**config.mk**
```make
export PLATFORM = sky130hd
export DESIGN_NAME = spgc_top
export DESIGN_NICKNAME = d
export VERILOG_FILES = /design/src/verilog/spgc_pkg.sv /design/src/verilog/spgc_err_counter.sv /design/src/verilog/spgc_top.sv
export VERILOG_INCLUDE_DIRS = /design/src /design/src/verilog
export SDC_FILE = /design/constraint.sdc
export NUM_CORES = 1
export LEC_CHECK = 0
export BUFFER_PORTS_ARGS = -buffer_cell sky130_fd_sc_hd__buf_2
export CAP_MARGIN = 20
export CELL_PAD_IN_SITES_DETAIL_PLACEMENT = 0
export CELL_PAD_IN_SITES_GLOBAL_PLACEMENT = 1
export CORE_UTILIZATION = 35
export DETAILED_ROUTE_END_ITERATION = 6
export PLACE_DENSITY_LB_ADDON = 0.1
export SETUP_SLACK_MARGIN = 0.2
export SYNTH_ARGS = -nofsm -noshare
export SYNTH_HDL_FRONTEND = slang
export SYNTH_SLANG_ARGS = --single-unit
```
**constraint.sdc**
```tcl
create_clock -name pclk -period 4.3 [get_ports pclk]
set_clock_uncertainty 0.05 [all_clocks]
set_input_delay 0.645 -clock pclk [delete_from_list [all_inputs] [get_ports pclk]]
set_output_delay 0.645 -clock pclk [all_outputs]
set_load 0.01 [all_outputs]
```
**src/verilog/spgc_consts.svh**
```systemverilog
// Constants for the serial-lane pattern generator and checker block.
`ifndef SPGC_CONSTS_SVH
`define SPGC_CONSTS_SVH
`define SPGC_OFF_GEN 12'h00c
`define SPGC_OFF_PM 12'h02c
`define SPGC_OFF_SS 12'h030
`define SPGC_OFF_FI 12'h034
`define SPGC_GEN_RESET 32'h0000_0000
`define SPGC_FI_RESET 32'h0000_0000
`define SPGC_GEN_MODE_HI 18
`define SPGC_GEN_MODE_LO 16
`define SPGC_GEN_ERR_BIT 19
`define SPGC_GEN_WORD_HI 29
`define SPGC_GEN_WORD_LO 20
`define SPGC_PM_MODE_HI 2
`define SPGC_PM_MODE_LO 0
`define SPGC_PM_LOCK_BIT 3
`define SPGC_PM_CNT_LO 16
`define SPGC_PM_SCALE_BIT 31
`define SPGC_SS_PH_LO 17
`define SPGC_SS_FRAC_BIT 16
`define SPGC_SS_SCALE_BIT 15
`define SPGC_FI_OFS_LO 1
`define SPGC_CNT_MAX 15'h7fff
`define SPGC_PRESCALE_MAX 7'h7f
`define SPGC_WORD_ONES 10'h3ff
`define SPGC_WORD_ZERO 10'h000
`define SPGC_BIT_AGO 10
`endif

```
**src/verilog/spgc_pkg.sv**
```systemverilog
// Types shared by the pattern generator and checker block.
`default_nettype none
package spgc_pkg;
    typedef enum logic [2:0] {
        SPGC_GEN_OFF,
        SPGC_GEN_LFSR15,
        SPGC_GEN_LFSR7,
        SPGC_GEN_FIXED,
        SPGC_GEN_DCBAL,
        SPGC_GEN_QUAD
    } spgc_gen_mode_t;
    typedef enum logic [2:0] {
        SPGC_PM_OFF,
        SPGC_PM_LFSR15,
        SPGC_PM_LFSR7,
        SPGC_PM_REPEAT,
        SPGC_PM_INVERT
    } spgc_pm_mode_t;
    typedef struct packed {
        logic valid;
        logic data;
    } spgc_bit_t;
    typedef struct packed {
        logic [10:0] phase_selector_value;
        logic phase_fraction;
        logic [12:0] freq_offset;
        logic freq_fraction;
    } spgc_loop_t;
endpackage
`default_nettype wire

```
**src/verilog/spgc_err_counter.sv**
```systemverilog
// Scaled 15-bit error counter with saturation and pipelined clear-on-second-read.
`default_nettype none
module spgc_err_counter
(
    // Clock and reset.
    input wire logic pclk,
    input wire logic presetn,
    // Events.
    input wire logic err,
    input wire logic rd_strobe,
    // Captured value.
    output logic scale,
    output logic [14:0] count,
    output logic second_read
);
`include "spgc_consts.svh"
    logic [6:0] prescale;
    logic read_armed;
    wire clear_now = rd_strobe && read_armed;
    wire saturated = scale && (count == `SPGC_CNT_MAX);
    // ------------------------------------------------------------
    // Counting
    // ------------------------------------------------------------
    // After the first overflow the count switches to units of 128 errors.
    always_ff @(posedge pclk or negedge presetn)
    begin
        if (!presetn)
        begin
            count <= '0;
            scale <= 1'b0;
            prescale <= '0;
        end
        else if (clear_now)
        begin
            count <= '0;
            scale <= 1'b0;
            prescale <= '0;
        end
        else if (err && !saturated)
        begin
            if (!scale && count == `SPGC_CNT_MAX)
            begin
                scale <= 1'b1;
                count <= 15'h00ff;
                prescale <= '0;
            end
            else if (!scale)
                count <= count + 15'h0001;
            else if (prescale == `SPGC_PRESCALE_MAX)
            begin
                prescale <= '0;
                count <= count + 15'h0001;
            end
            else
                prescale <= prescale + 7'h01;
        end
    end
    // Alternating reads: the first arms, the second clears.
    always_ff @(posedge pclk or negedge presetn)
    begin
        if (!presetn)
            read_armed <= 1'b0;
        else if (rd_strobe)
            read_armed <= !read_armed;
    end
    assign second_read = clear_now;
endmodule
`default_nettype wire

```
**src/verilog/spgc_top.sv**
```systemverilog
// Pattern generator, pattern matcher and loop readback registers on APB.
// Contract
// - Mode 1 emits 15-bit LFSR x^15+x^14+1; mode 0 disables.
// - Mode 2 emits 7-bit LFSR x^7+x^6+1.
// - Mode 3 repeats the word; mode 4 alternates word and inverse.
// - Mode 5 cycles zeros, word, ones, inverse word.
// - Ten-bit generator word at bits 29:20.
// - Bit 19 corrupts exactly one output bit.
// - Generator control register resets to zero.
// - Matcher mode 2:0 selects LFSR15, LFSR7, repeat or inverse-repeat check.
// - Fifteen-bit error count at 30:16; scale flag means units of 128.
// - Scale flag with full count signals overflow.
// - Second counter: scale at bit 15, count at 14:0.
// - Counter reads are pipelined; two reads give the current value.
// - Second read of a counter register clears it.
// - Counters update at any time regardless of software; an error in the same cycle as a clearing second read is not counted.
// - Phase selector value readable at bits 27:17.
// - Phase fraction bit at 16.
// - Frequency offset at bits 13:1, 1.526 ppm per step.
// - Frequency offset is two's complement.
// - Bit 0 carries frequency fraction.
//
// Implementation choice: the APB interface to the registers.
`default_nettype none
module spgc_top
    import spgc_pkg::*;
(
    // APB slave.
    input wire logic pclk,
    input wire logic presetn,
    input wire logic psel,
    input wire logic penable,
    input wire logic pwrite,
    input wire logic [11:0] paddr,
    input wire logic [31:0] pwdata,
    output logic [31:0] prdata,
    output logic pready,
    output logic pslverr,
    // Serial data path.
    output var spgc_pkg::spgc_bit_t tx_bit,
    input wire logic rx_data_in,
    input wire logic ss_err_in,
    // Clock recovery loop state.
    input wire spgc_pkg::spgc_loop_t loop_in
);
    import spgc_pkg::*;
`include "spgc_consts.svh"
    // ------------------------------------------------------------
    // Helpers
    // ------------------------------------------------------------
    function automatic logic [14:0] lfsr_step(input logic [14:0] s, input logic wide);
        logic fb;
        fb = wide ? (s[14] ^ s[13]) : (s[6] ^ s[5]);
        lfsr_step = wide ? {s[13:0], fb} : {8'h00, s[5:0], fb};
    endfunction

    // ------------------------------------------------------------
    // Input synchronisers
    // ------------------------------------------------------------
    logic rx_m, rx_s, sse_m, sse_s;
    spgc_loop_t loop_m, loop_s;
    always_ff @(posedge pclk or negedge presetn)
    begin
        if (!presetn)
        begin
            rx_m <= 1'b0;
            rx_s <= 1'b0;
            sse_m <= 1'b0;
            sse_s <= 1'b0;
            loop_m <= '0;
            loop_s <= '0;
        end
        else
        begin
            rx_m <= rx_data_in;
            rx_s <= rx_m;
            sse_m <= ss_err_in;
            sse_s <= sse_m;
            loop_m <= loop_in;
            loop_s <= loop_m;
        end
    end

    // ------------------------------------------------------------
    // APB decode
    // ------------------------------------------------------------
    logic [31:0] gen_ctl;
    logic [3:0] pm_ctl;
    spgc_loop_t loop_snap;
    logic inj_done;
    wire acc = psel && penable;
    wire wr = acc && pwrite;
    wire rd = acc && !pwrite;
    wire hit_gen = paddr == `SPGC_OFF_GEN;
    wire hit_pm = paddr == `SPGC_OFF_PM;
    wire hit_ss = paddr == `SPGC_OFF_SS;
    wire hit_fi = paddr == `SPGC_OFF_FI;
    wire hit_any = hit_gen || hit_pm || hit_ss || hit_fi;
    wire [2:0] gen_mode = gen_ctl[`SPGC_GEN_MODE_HI:`SPGC_GEN_MODE_LO];
    wire [9:0] gen_word = gen_ctl[`SPGC_GEN_WORD_HI:`SPGC_GEN_WORD_LO];
    wire [2:0] pm_mode = pm_ctl[`SPGC_PM_MODE_HI:`SPGC_PM_MODE_LO];
    wire pm_lock = pm_ctl[`SPGC_PM_LOCK_BIT];

    // Writable bits only; reserved bits stay zero.
    always_ff @(posedge pclk or negedge presetn)
    begin
        if (!presetn)
        begin
            gen_ctl <= `SPGC_GEN_RESET;
            pm_ctl <= '0;
        end
        else if (wr && hit_gen)
            gen_ctl <= {2'b00, pwdata[29:16], 16'h0000};
        else if (wr && hit_pm)
            pm_ctl <= pwdata[3:0];
        else if (gen_ctl[`SPGC_GEN_ERR_BIT] && inj_done)
            gen_ctl[`SPGC_GEN_ERR_BIT] <= 1'b0;
    end

    // ------------------------------------------------------------
    // Pattern generator
    // ------------------------------------------------------------
    logic [14:0] gen_lfsr;
    logic [3:0] gen_pos;
    logic [1:0] gen_word_idx;
    wire gen_on = gen_mode >= 3'd1 && gen_mode <= 3'd5;
    wire gen_lfsr_mode = gen_mode == SPGC_GEN_LFSR15 || gen_mode == SPGC_GEN_LFSR7;
    logic [9:0] cur_word;
    always_comb
    begin
        cur_word = gen_word;
        if (gen_mode == SPGC_GEN_DCBAL && gen_word_idx[0])
            cur_word = ~gen_word;
        else if (gen_mode == SPGC_GEN_QUAD)
        begin
            case (gen_word_idx)
                2'd0: cur_word = `SPGC_WORD_ZERO;
                2'd1: cur_word = gen_word;
                2'd2: cur_word = `SPGC_WORD_ONES;
                default: cur_word = ~gen_word;
            endcase
        end
    end
    wire raw_bit = gen_lfsr_mode ? gen_lfsr[gen_mode == SPGC_GEN_LFSR15 ? 14 : 6] : cur_word[gen_pos];
    wire inject = gen_ctl[`SPGC_GEN_ERR_BIT] && !inj_done && gen_on && (gen_lfsr_mode || gen_pos == 4'd0);
    wire [14:0] lfsr_seed = 15'h7fff;
    always_ff @(posedge pclk or negedge presetn)
    begin
        if (!presetn)
        begin
            gen_lfsr <= 15'h7fff;
            gen_pos <= '0;
            gen_word_idx <= '0;
            inj_done <= 1'b0;
            tx_bit <= '0;
        end
        else
        begin
            tx_bit.valid <= gen_on;
            tx_bit.data <= gen_on ? raw_bit ^ inject : 1'b0;
            if (!gen_ctl[`SPGC_GEN_ERR_BIT])
                inj_done <= 1'b0;
            else if (inject)
                inj_done <= 1'b1;
            if (!gen_on)
            begin
                gen_lfsr <= lfsr_seed;
                gen_pos <= '0;
                gen_word_idx <= '0;
            end
            else if (gen_lfsr_mode)
                gen_lfsr <= lfsr_step(gen_lfsr, gen_mode == SPGC_GEN_LFSR15);
            else if (gen_pos == 4'd9)
            begin
                gen_pos <= '0;
                gen_word_idx <= gen_word_idx + 2'd1;
            end
            else
                gen_pos <= gen_pos + 4'd1;
        end
    end

    // ------------------------------------------------------------
    // Pattern matcher
    // ------------------------------------------------------------
    logic [14:0] pm_lfsr;
    logic [9:0] pm_hist;
    logic lock_seen;
    logic pm_armed;
    wire pm_on = pm_mode >= 3'd1 && pm_mode <= 3'd4;
    wire pm_lfsr_mode = pm_mode == SPGC_PM_LFSR15 || pm_mode == SPGC_PM_LFSR7;
    wire [14:0] pm_next = lfsr_step(pm_lfsr, pm_mode == SPGC_PM_LFSR15);
    logic pm_expect;
    always_comb
    begin
        case (pm_mode)
            SPGC_PM_LFSR15: pm_expect = pm_next[0];
            SPGC_PM_LFSR7: pm_expect = pm_next[0];
            SPGC_PM_REPEAT: pm_expect = pm_hist[`SPGC_BIT_AGO - 1];
            SPGC_PM_INVERT: pm_expect = !pm_hist[`SPGC_BIT_AGO - 1];
            default: pm_expect = rx_s;
        endcase
    end
    wire pm_err = pm_on && pm_armed && !pm_lock && (pm_expect != rx_s);
    always_ff @(posedge pclk or negedge presetn)
    begin
        if (!presetn)
        begin
            pm_lfsr <= '0;
            pm_hist <= '0;
            lock_seen <= 1'b0;
            pm_armed <= 1'b0;
        end
        else
        begin
            pm_hist <= {pm_hist[8:0], rx_s};
            if (pm_lock)
                pm_lfsr <= pm_lfsr_mode ? {pm_lfsr[13:0], rx_s} : pm_lfsr;
            else if (pm_lfsr_mode)
                pm_lfsr <= pm_next;
            if (!pm_on)
                lock_seen <= 1'b0;
            else if (pm_lock)
                lock_seen <= 1'b1;
            pm_armed <= pm_on && !pm_lock && (lock_seen || pm_armed);
        end
    end

    // ------------------------------------------------------------
    // Error counters
    // ------------------------------------------------------------
    logic pm_scale, ss_scale;
    logic [14:0] pm_count, ss_count;
    spgc_err_counter u_pm_cnt
    (
        .pclk(pclk),
        .presetn(presetn),
        .err(pm_err),
        .rd_strobe(rd && hit_pm),
        .scale(pm_scale),
        .count(pm_count),
        .second_read()
    );
    spgc_err_counter u_ss_cnt
    (
        .pclk(pclk),
        .presetn(presetn),
        .err(sse_s),
        .rd_strobe(rd && hit_ss),
        .scale(ss_scale),
        .count(ss_count),
        .second_read()
    );
    // Pipelined read stage: each read returns the snapshot of the previous one.
    logic [15:0] pm_pipe, ss_pipe;
    always_ff @(posedge pclk or negedge presetn)
    begin
        if (!presetn)
        begin
            pm_pipe <= '0;
            ss_pipe <= '0;
            loop_snap <= '0;
        end
        else
        begin
            if (rd && hit_pm)
                pm_pipe <= {pm_scale, pm_count};
            if (rd && hit_ss)
                ss_pipe <= {ss_scale, ss_count};
            if (rd && (hit_ss || hit_fi))
                loop_snap <= loop_s;
        end
    end

    // ------------------------------------------------------------
    // Read mux
    // ------------------------------------------------------------
    logic [31:0] rd_word;
    always_comb
    begin
        rd_word = 32'h0000_0000;
        if (hit_gen)
            rd_word = gen_ctl;
        else if (hit_pm)
            rd_word = {pm_pipe, 12'h000, pm_ctl};
        else if (hit_ss)
            rd_word = {4'h0, loop_snap.phase_selector_value, loop_snap.phase_fraction, ss_pipe};
        else if (hit_fi)
            rd_word = {18'h00000, loop_snap.freq_offset, loop_snap.freq_fraction};
    end
    always_ff @(posedge pclk or negedge presetn)
    begin
        if (!presetn)
        begin
            prdata <= '0;
            pready <= 1'b0;
            pslverr <= 1'b0;
        end
        else
        begin
            pready <= psel && !penable;
            pslverr <= psel && !penable && !hit_any;
            if (psel && !penable && !pwrite)
                prdata <= rd_word;
        end
    end
endmodule
`default_nettype wire

```
==> run metrics, run 1 <==
status=finished with violations; failing checks=DRC; commonest non-fill, non-tap cell in the layout=dfrtp_1; GPL Wtd Cong=0.766; Syn Nets=about 1100; share of layout cells above drive strength 1=0.228; final hold violations=0; register area share after synthesis=0.581; Cell Rows=between 60 and 70; Comb pwr share=0.065; vias in the first global route=8043; Final setup viols=0; area of the multi-input gates=roughly 4400 µm²; pwr/cell area=426 nW/µm²; CTS Sinks=265; delay of the slowest critical-path stage=between 400 and 500 ps; clk_lat worst skew=560 ps; Clock Path Buffers=3; WL final=27300 µm; Area Overhead vs Synth=17.4%; Ant. Diodes=0; CP delay by family, top=simple AND/OR/NAND/NOR gates; worst hold path class=input port to asynchronous set/reset pin; Switching Fraction=0.231; dpl hpwl=18000 µm; chip height=between 150 and 200 µm; vias=8043; clock group share of total power=0.454; RSZ-0062 raised after global routing=false; synthesized area per cell=~11 µm²; Slew @ Worst Pin=between 1000 and 1500 ps; Critical Path RT=roughly 4700 ps; Fmax=between 300 and 400 MHz; Synth Register Bits=roughly 270; TritonCTS buffer count=30; Final Non-Filler Cells=around 1600; Synth top area share=0.547; post-synth top area cell=dfrtp_1; Power Internal=4400 µW; EDFF count, synth=0; hold buffers post-CTS=0; Net Sw Power=1320 µW; initial drt markers=495; Worst Setup Start Kind=flop; Sequential cell area=about 6700 µm²; CP cell instances=nor3b_2 -> mux2i_1 -> o21a_1 -> nand3_4 -> or4_1 -> a21oi_1; Synth area leaders=dfrtp_1, mux2_2, dfstp_2; total core area=31900 µm²; DR WL/cell=roughly 17 µm; Root Driver=clkbuf_16; cts repair resizes=0; asr flop ratio synth=1.00; grt ovf=0; CP Buf/Inv Count=0; Peak VDD IR=0.325 mV; CTS tree=done; Sequential Power Share=0.481; crit path max-delay cell type=dfrtp_1; mapped cell area=between 10000 and 15000 µm²; Yosys cell types=74; Slew HR=0.327; H-tree depth=1; CP max FO=22; Slew Limit Fails=0; most frequent cells in the layout=dfrtp_1, buf_2, nand2_1; warning count from the yosys run=0; I/O pin total=113; period utilization=0.631; CP Data Arrival Time=around 3100 ps; pin count of the biggest net entering global routing=roughly 90; Initial Util=0.359; CP Capture Type=flop; Mapped Cells=between 1000 and 1500; Final Net Count=1191; die extent in x=approximately 180 µm; DR DRC count=3; GRT Total Usage=0.168; Pleak=around 0.0062 µW; max cap viols=0; Tmin final=between 2000 and 3000 ps; Cells after DPL=around 1500; Post-CTS Setup Inserts=0; Critical Setup Path Class=flop to flop; Synth Flop Type=dfrtp_1; DR pass1 iterations=7; final setup TNS=0 ps; initial antenna violation count=1; first-pass GRT wire length=45100 µm; Die ar.=33400 µm²; Clock Pin Slew Worst Setup and Hold Paths=~60 ps; Detail Route Antenna Nets=0; port bufs=98; vias per cell=around 5.2; Filler cells=3021
==> cells in the mapped netlist (5+ instances only) <==
master and number:
a31oi_1 8, nor2b_1 5, xor2_1 7, a22o_1 12
a222oi_1 21, a21oi_1 53, and3_1 14, o31ai_1 5
clkbuf_1 42, and2_1 8, and4_1 6, ha_1 10
or3_1 6, mux2i_1 12, mux2_2 59, o21ai_0 41
o22ai_1 7, buf_2 5, a211oi_1 7, a311oi_1 11
nand2b_1 14, nand2_1 94, nand4_1 11, inv_1 36
nor3_1 21, dfrtp_1 250, mux2_1 16, dfstp_2 15
o21ai_1 7, o211ai_1 9, nor2_1 67, nand3_1 38
==> per-layer routing <==
layer	up-vias	track usage	routed length (µm)
met3	46	0.0272	1090
li1	3865	-	-
met5	-	0	13
met2	165	0.259	12100
met1	3965	0.240	13200
met4	2	0.0560	836
==> per-stage QoR <==
stage / worst slack [ps] / hold slack, ps / cell area [µm²] / utilization / total power (µW)
after floorplan: 1760 / 281 / 11400 / - / 3000
after global placement: 1040 / 282 / 12400 / 0.390 / 3180
after detailed placement: 1000 / 285 / 12400 / 0.390 / 3180
after CTS: 1550 / 66.1 / 13400 / 0.422 / 5820
after global routing: 1310 / 92.3 / 13400 / 0.422 / 5990
final: 1590 / 37.0 / 13400 / 0.422 / 5720
==> worst paths after layout <==
| path | start | end | slack (ps) | cells after the start |
|---|---|---|---|---|
| setup / recovery | pm_ctl[0] | u_pm_cnt.count[14] | 1590 | 6 |
| hold / removal | presetn | prdata[30] | 40 | 1 |
| setup reg to reg | pm_ctl[0] | u_pm_cnt.count[14] | 1590 | 6 |
| hold reg to reg | loop_m[8] | loop_s[8] | 290 | 0 |
| max in group asynchronous | presetn | ss_pipe[15] | 3140 | 2 |
| min in group pclk | loop_in[15] | loop_m[15] | 140 | 1 |
==> power groups by stage <==
stage               combinational (µW)  clock, µW  sequential [µW]
global placement                   385          0             2790
CTS                                385       2690             2750
global route                       434       2780             2770
floorplan                          240          0             2760
finish                             375       2600             2750
detailed placement                 384          0             2790
==> cell type report <==
type / count / share of cell area
multi-input combinational: 654 / 0.330
sequential: 265 / 0.495
timing repair buffer: 117 / 0.0497
clock buffer: 46 / 0.0655
tap: 435 / 0.0405
clock inverter: 8 / 0.00940
inverter: 36 / 0.0101
==> registers in the layout (all words and copies together), names as in the netlist, 16 cells and up <==
| signal | cells |
|---|---|
| loop_s | 26 |
| ss_pipe | 16 |
| loop_snap | 26 |
| prdata | 32 |
| pm_pipe | 16 |
| loop_m | 26 |
==> kinds of logic after synthesis <==
kind of cell,Yosys count,share of synthesized area
AOI/OAI and AO/OA,229,0.139
xor gates and xnor gates,11,0.00842
adders and majority gates,10,0.0109
buffers and inverters,91,0.0324
DFF,265,0.581
muxes,89,0.0882
and+or+nand+nor,315,0.140
==> worst reg2reg max path: cells and delay by family, from the launching register on <==
kind	cells	cell delay [ps]
simple gates	3	1070
compound gates	2	600
flops	1	490
mux	1	410
Power figures use the tool's default switching activity.
==> run 2, diff against run 1 <==
clock period = 2.45 ns   (was 4.3 ns; I/O delays follow)
==> run 2 against run 1 <==
Against the previous run: the run now ends clean; total power rose by 81%; routed wire length is 6.3% higher; critical path depth rose by 2; sequential share of layout area down 4.3 points; worst setup slack worse by 1400 ps; first-iteration DRC count grew 27%; flip-flop and latch count did not move; non-clock buffer count up 115; combinational power increased by 140%; via count increased by 5.7%; global-route usage up 0.98 points; cell count is 7.6% higher; largest cell class unchanged; highest routed layer is now met4.
==> run metrics, run 2 (synthesized netlist as in run 1, its figures left out) <==
status=complete, no violations; max FFs per register=32; Slew @ Worst Pin=around 780 ps; GPL Wtd Cong=~0.78; worst hold path class=input port to flop; Clock Path Buffers=3; Top reg by flops=prdata; hold_ws=roughly 130 ps; vias=about 8500; Worst Hold End=pready; Final setup viols=0; period utilization=0.904; Critical Path RT=between 2000 and 3000 ps; DR DRC count=0; Critical Setup Path Class=flop to flop; dpl hpwl=approximately 19000 µm; Cell Rows=65; CP Capture Type=flop; commonest non-fill, non-tap cell in the layout=dfrtp_1; DR WL/cell=between 15 and 20 µm; H-tree depth=1; CP max FO=8; Comb pwr share=0.086; Detail Route Antenna Nets=0; pin count of the biggest net entering global routing=61; Min-Delay Startpoint=penable; clock group share of total power=0.447; Sequential Power Share=0.466; delay of the slowest critical-path stage=roughly 480 ps; crit path max-delay cell type=dfrtp_2; grt ovf=0; total core area=around 32000 µm²; most frequent cells in the layout=dfrtp_1, buf_2, nand2_1; Final Net Count=1308; Power Internal=~8000 µW; vias per cell=5.06; Area Overhead vs Synth=28.7%; Power Total=10300 µW; Peak VDD IR=between 0.5 and 0.6 mV; chip height=between 150 and 200 µm; Clock Pin Slew Worst Setup and Hold Paths=around 60 ps; RR Endpoint=u_pm_cnt.count[14]; Slew Limit Fails=0; vias in the first global route=slightly below 9000; final instance area=14700 µm²; CTS tree=done; Reg2Reg Setup Slack=230 ps; crit path launch=pm_ctl[1]; die extent in x=between 150 and 200 µm; Tmin final=about 2200 ps; initial drt markers=630; initial antenna violation count=1; TritonCTS buffer count=30; placed cell area=~13000 µm²; Reg2Reg Depth=8; port bufs=slightly below 100; pwr/cell area=approximately 700 nW/µm²; Die ar.=roughly 33000 µm²; hold depth=3; Slew HR=0.478; final hold violations=0; GRT Total Usage=0.178; Worst Setup Start Kind=flop; I/O pin total=113; WL final=~29000 µm; CP Data Arrival Time=2650 ps; share of layout cells above drive strength 1=0.286; clk_lat worst skew=about 560 ps; DR pass1 iterations=6; max cap viols=0; R2R Path Start=pm_ctl[1]; CTS Sinks=roughly 270; RSZ-0062 raised after global routing=true; Initial Util=0.359; Root Driver=clkbuf_16; Net Sw Power=2410 µW; Pleak=about 0.0068 µW; Fmax=~450 MHz; Switching Fraction=0.233; CP cell instances=nor3b_4 -> mux2i_2 -> buf_4 -> o21a_4 -> buf_6 -> nand3_4 -> or4_1 -> a21oi_1; first-pass GRT wire length=47500 µm
[run 2: final cells by class]
class,count,area (µm²)
tap,435,544
clock buffer,42,846
sequential,265,6660
multi-input combinational,656,4610
inverter,36,135
antenna,1,2.50
clock inverter,12,178
fill,3049,17100
timing repair buffer,232,1760
[run 2: power by group through the flow]
stage / Combinational [µW] / Clock, µW / Sequential [µW]
floorplan: 422 / 0 / 4850
global placement: 724 / 0 / 4890
detailed placement: 732 / 0 / 4890
CTS: 848 / 4770 / 4820
global route: 1010 / 4930 / 4850
finish: 891 / 4630 / 4820
[run 2: worst max-delay path by stage]
stage | endpoint | depth (start not counted)
4_1_cts | u_pm_cnt.count[14] | 7
5_1_grt | u_pm_cnt.count[14] | 8
6_report | u_pm_cnt.count[14] | 8
3_5_place_dp | u_pm_cnt.count[14] | 6
2_1_floorplan | u_pm_cnt.count[10] | 9
3_3_place_gp | u_pm_cnt.count[14] | 6
[run 2: stage by stage]
step | std cells | setup TNS [ps] | worst slack [ps] | utilization
after CTS | 1671 | 0 | 200 | 0.457
after detailed placement | 1560 | -15.1 | -9.45 | 0.406
final | 1679 | 0 | 234 | 0.462
after floorplan | 1010 | 0 | 230 | -
after global routing | 1678 | 0 | 135 | 0.462
after global placement | 1560 | 0 | 32.9 | 0.406
[run 2: critical path, delay by kind of cell, from the launching register on]
kind,cells,cell delay [ps]
simple gates,3,840
compound gates,2,270
mux,1,260
buf+inv,2,240
flops,1,480
[run 2: repair_timing]
action,CTS,global route
endpoints found under the setup margin,21,33
pin swaps,7,12
hold endpoints to repair,100,0
resized for setup,15,27
hold buffers,47,0
buffers inserted,8,7
gates cloned,2,0
[run 2: metal layers]
| metal | global-route usage | vias to the layer above | share of wire |
|---|---|---|---|
| met1 | 0.251 | 4161 | 0.48 |
| met3 | 0.0254 | 51 | 0.040 |
| met5 | 0 | - | 0 |
| li1 | - | 4105 | - |
| met4 | 0.0537 | 0 | 0.026 |
| met2 | 0.282 | 184 | 0.45 |
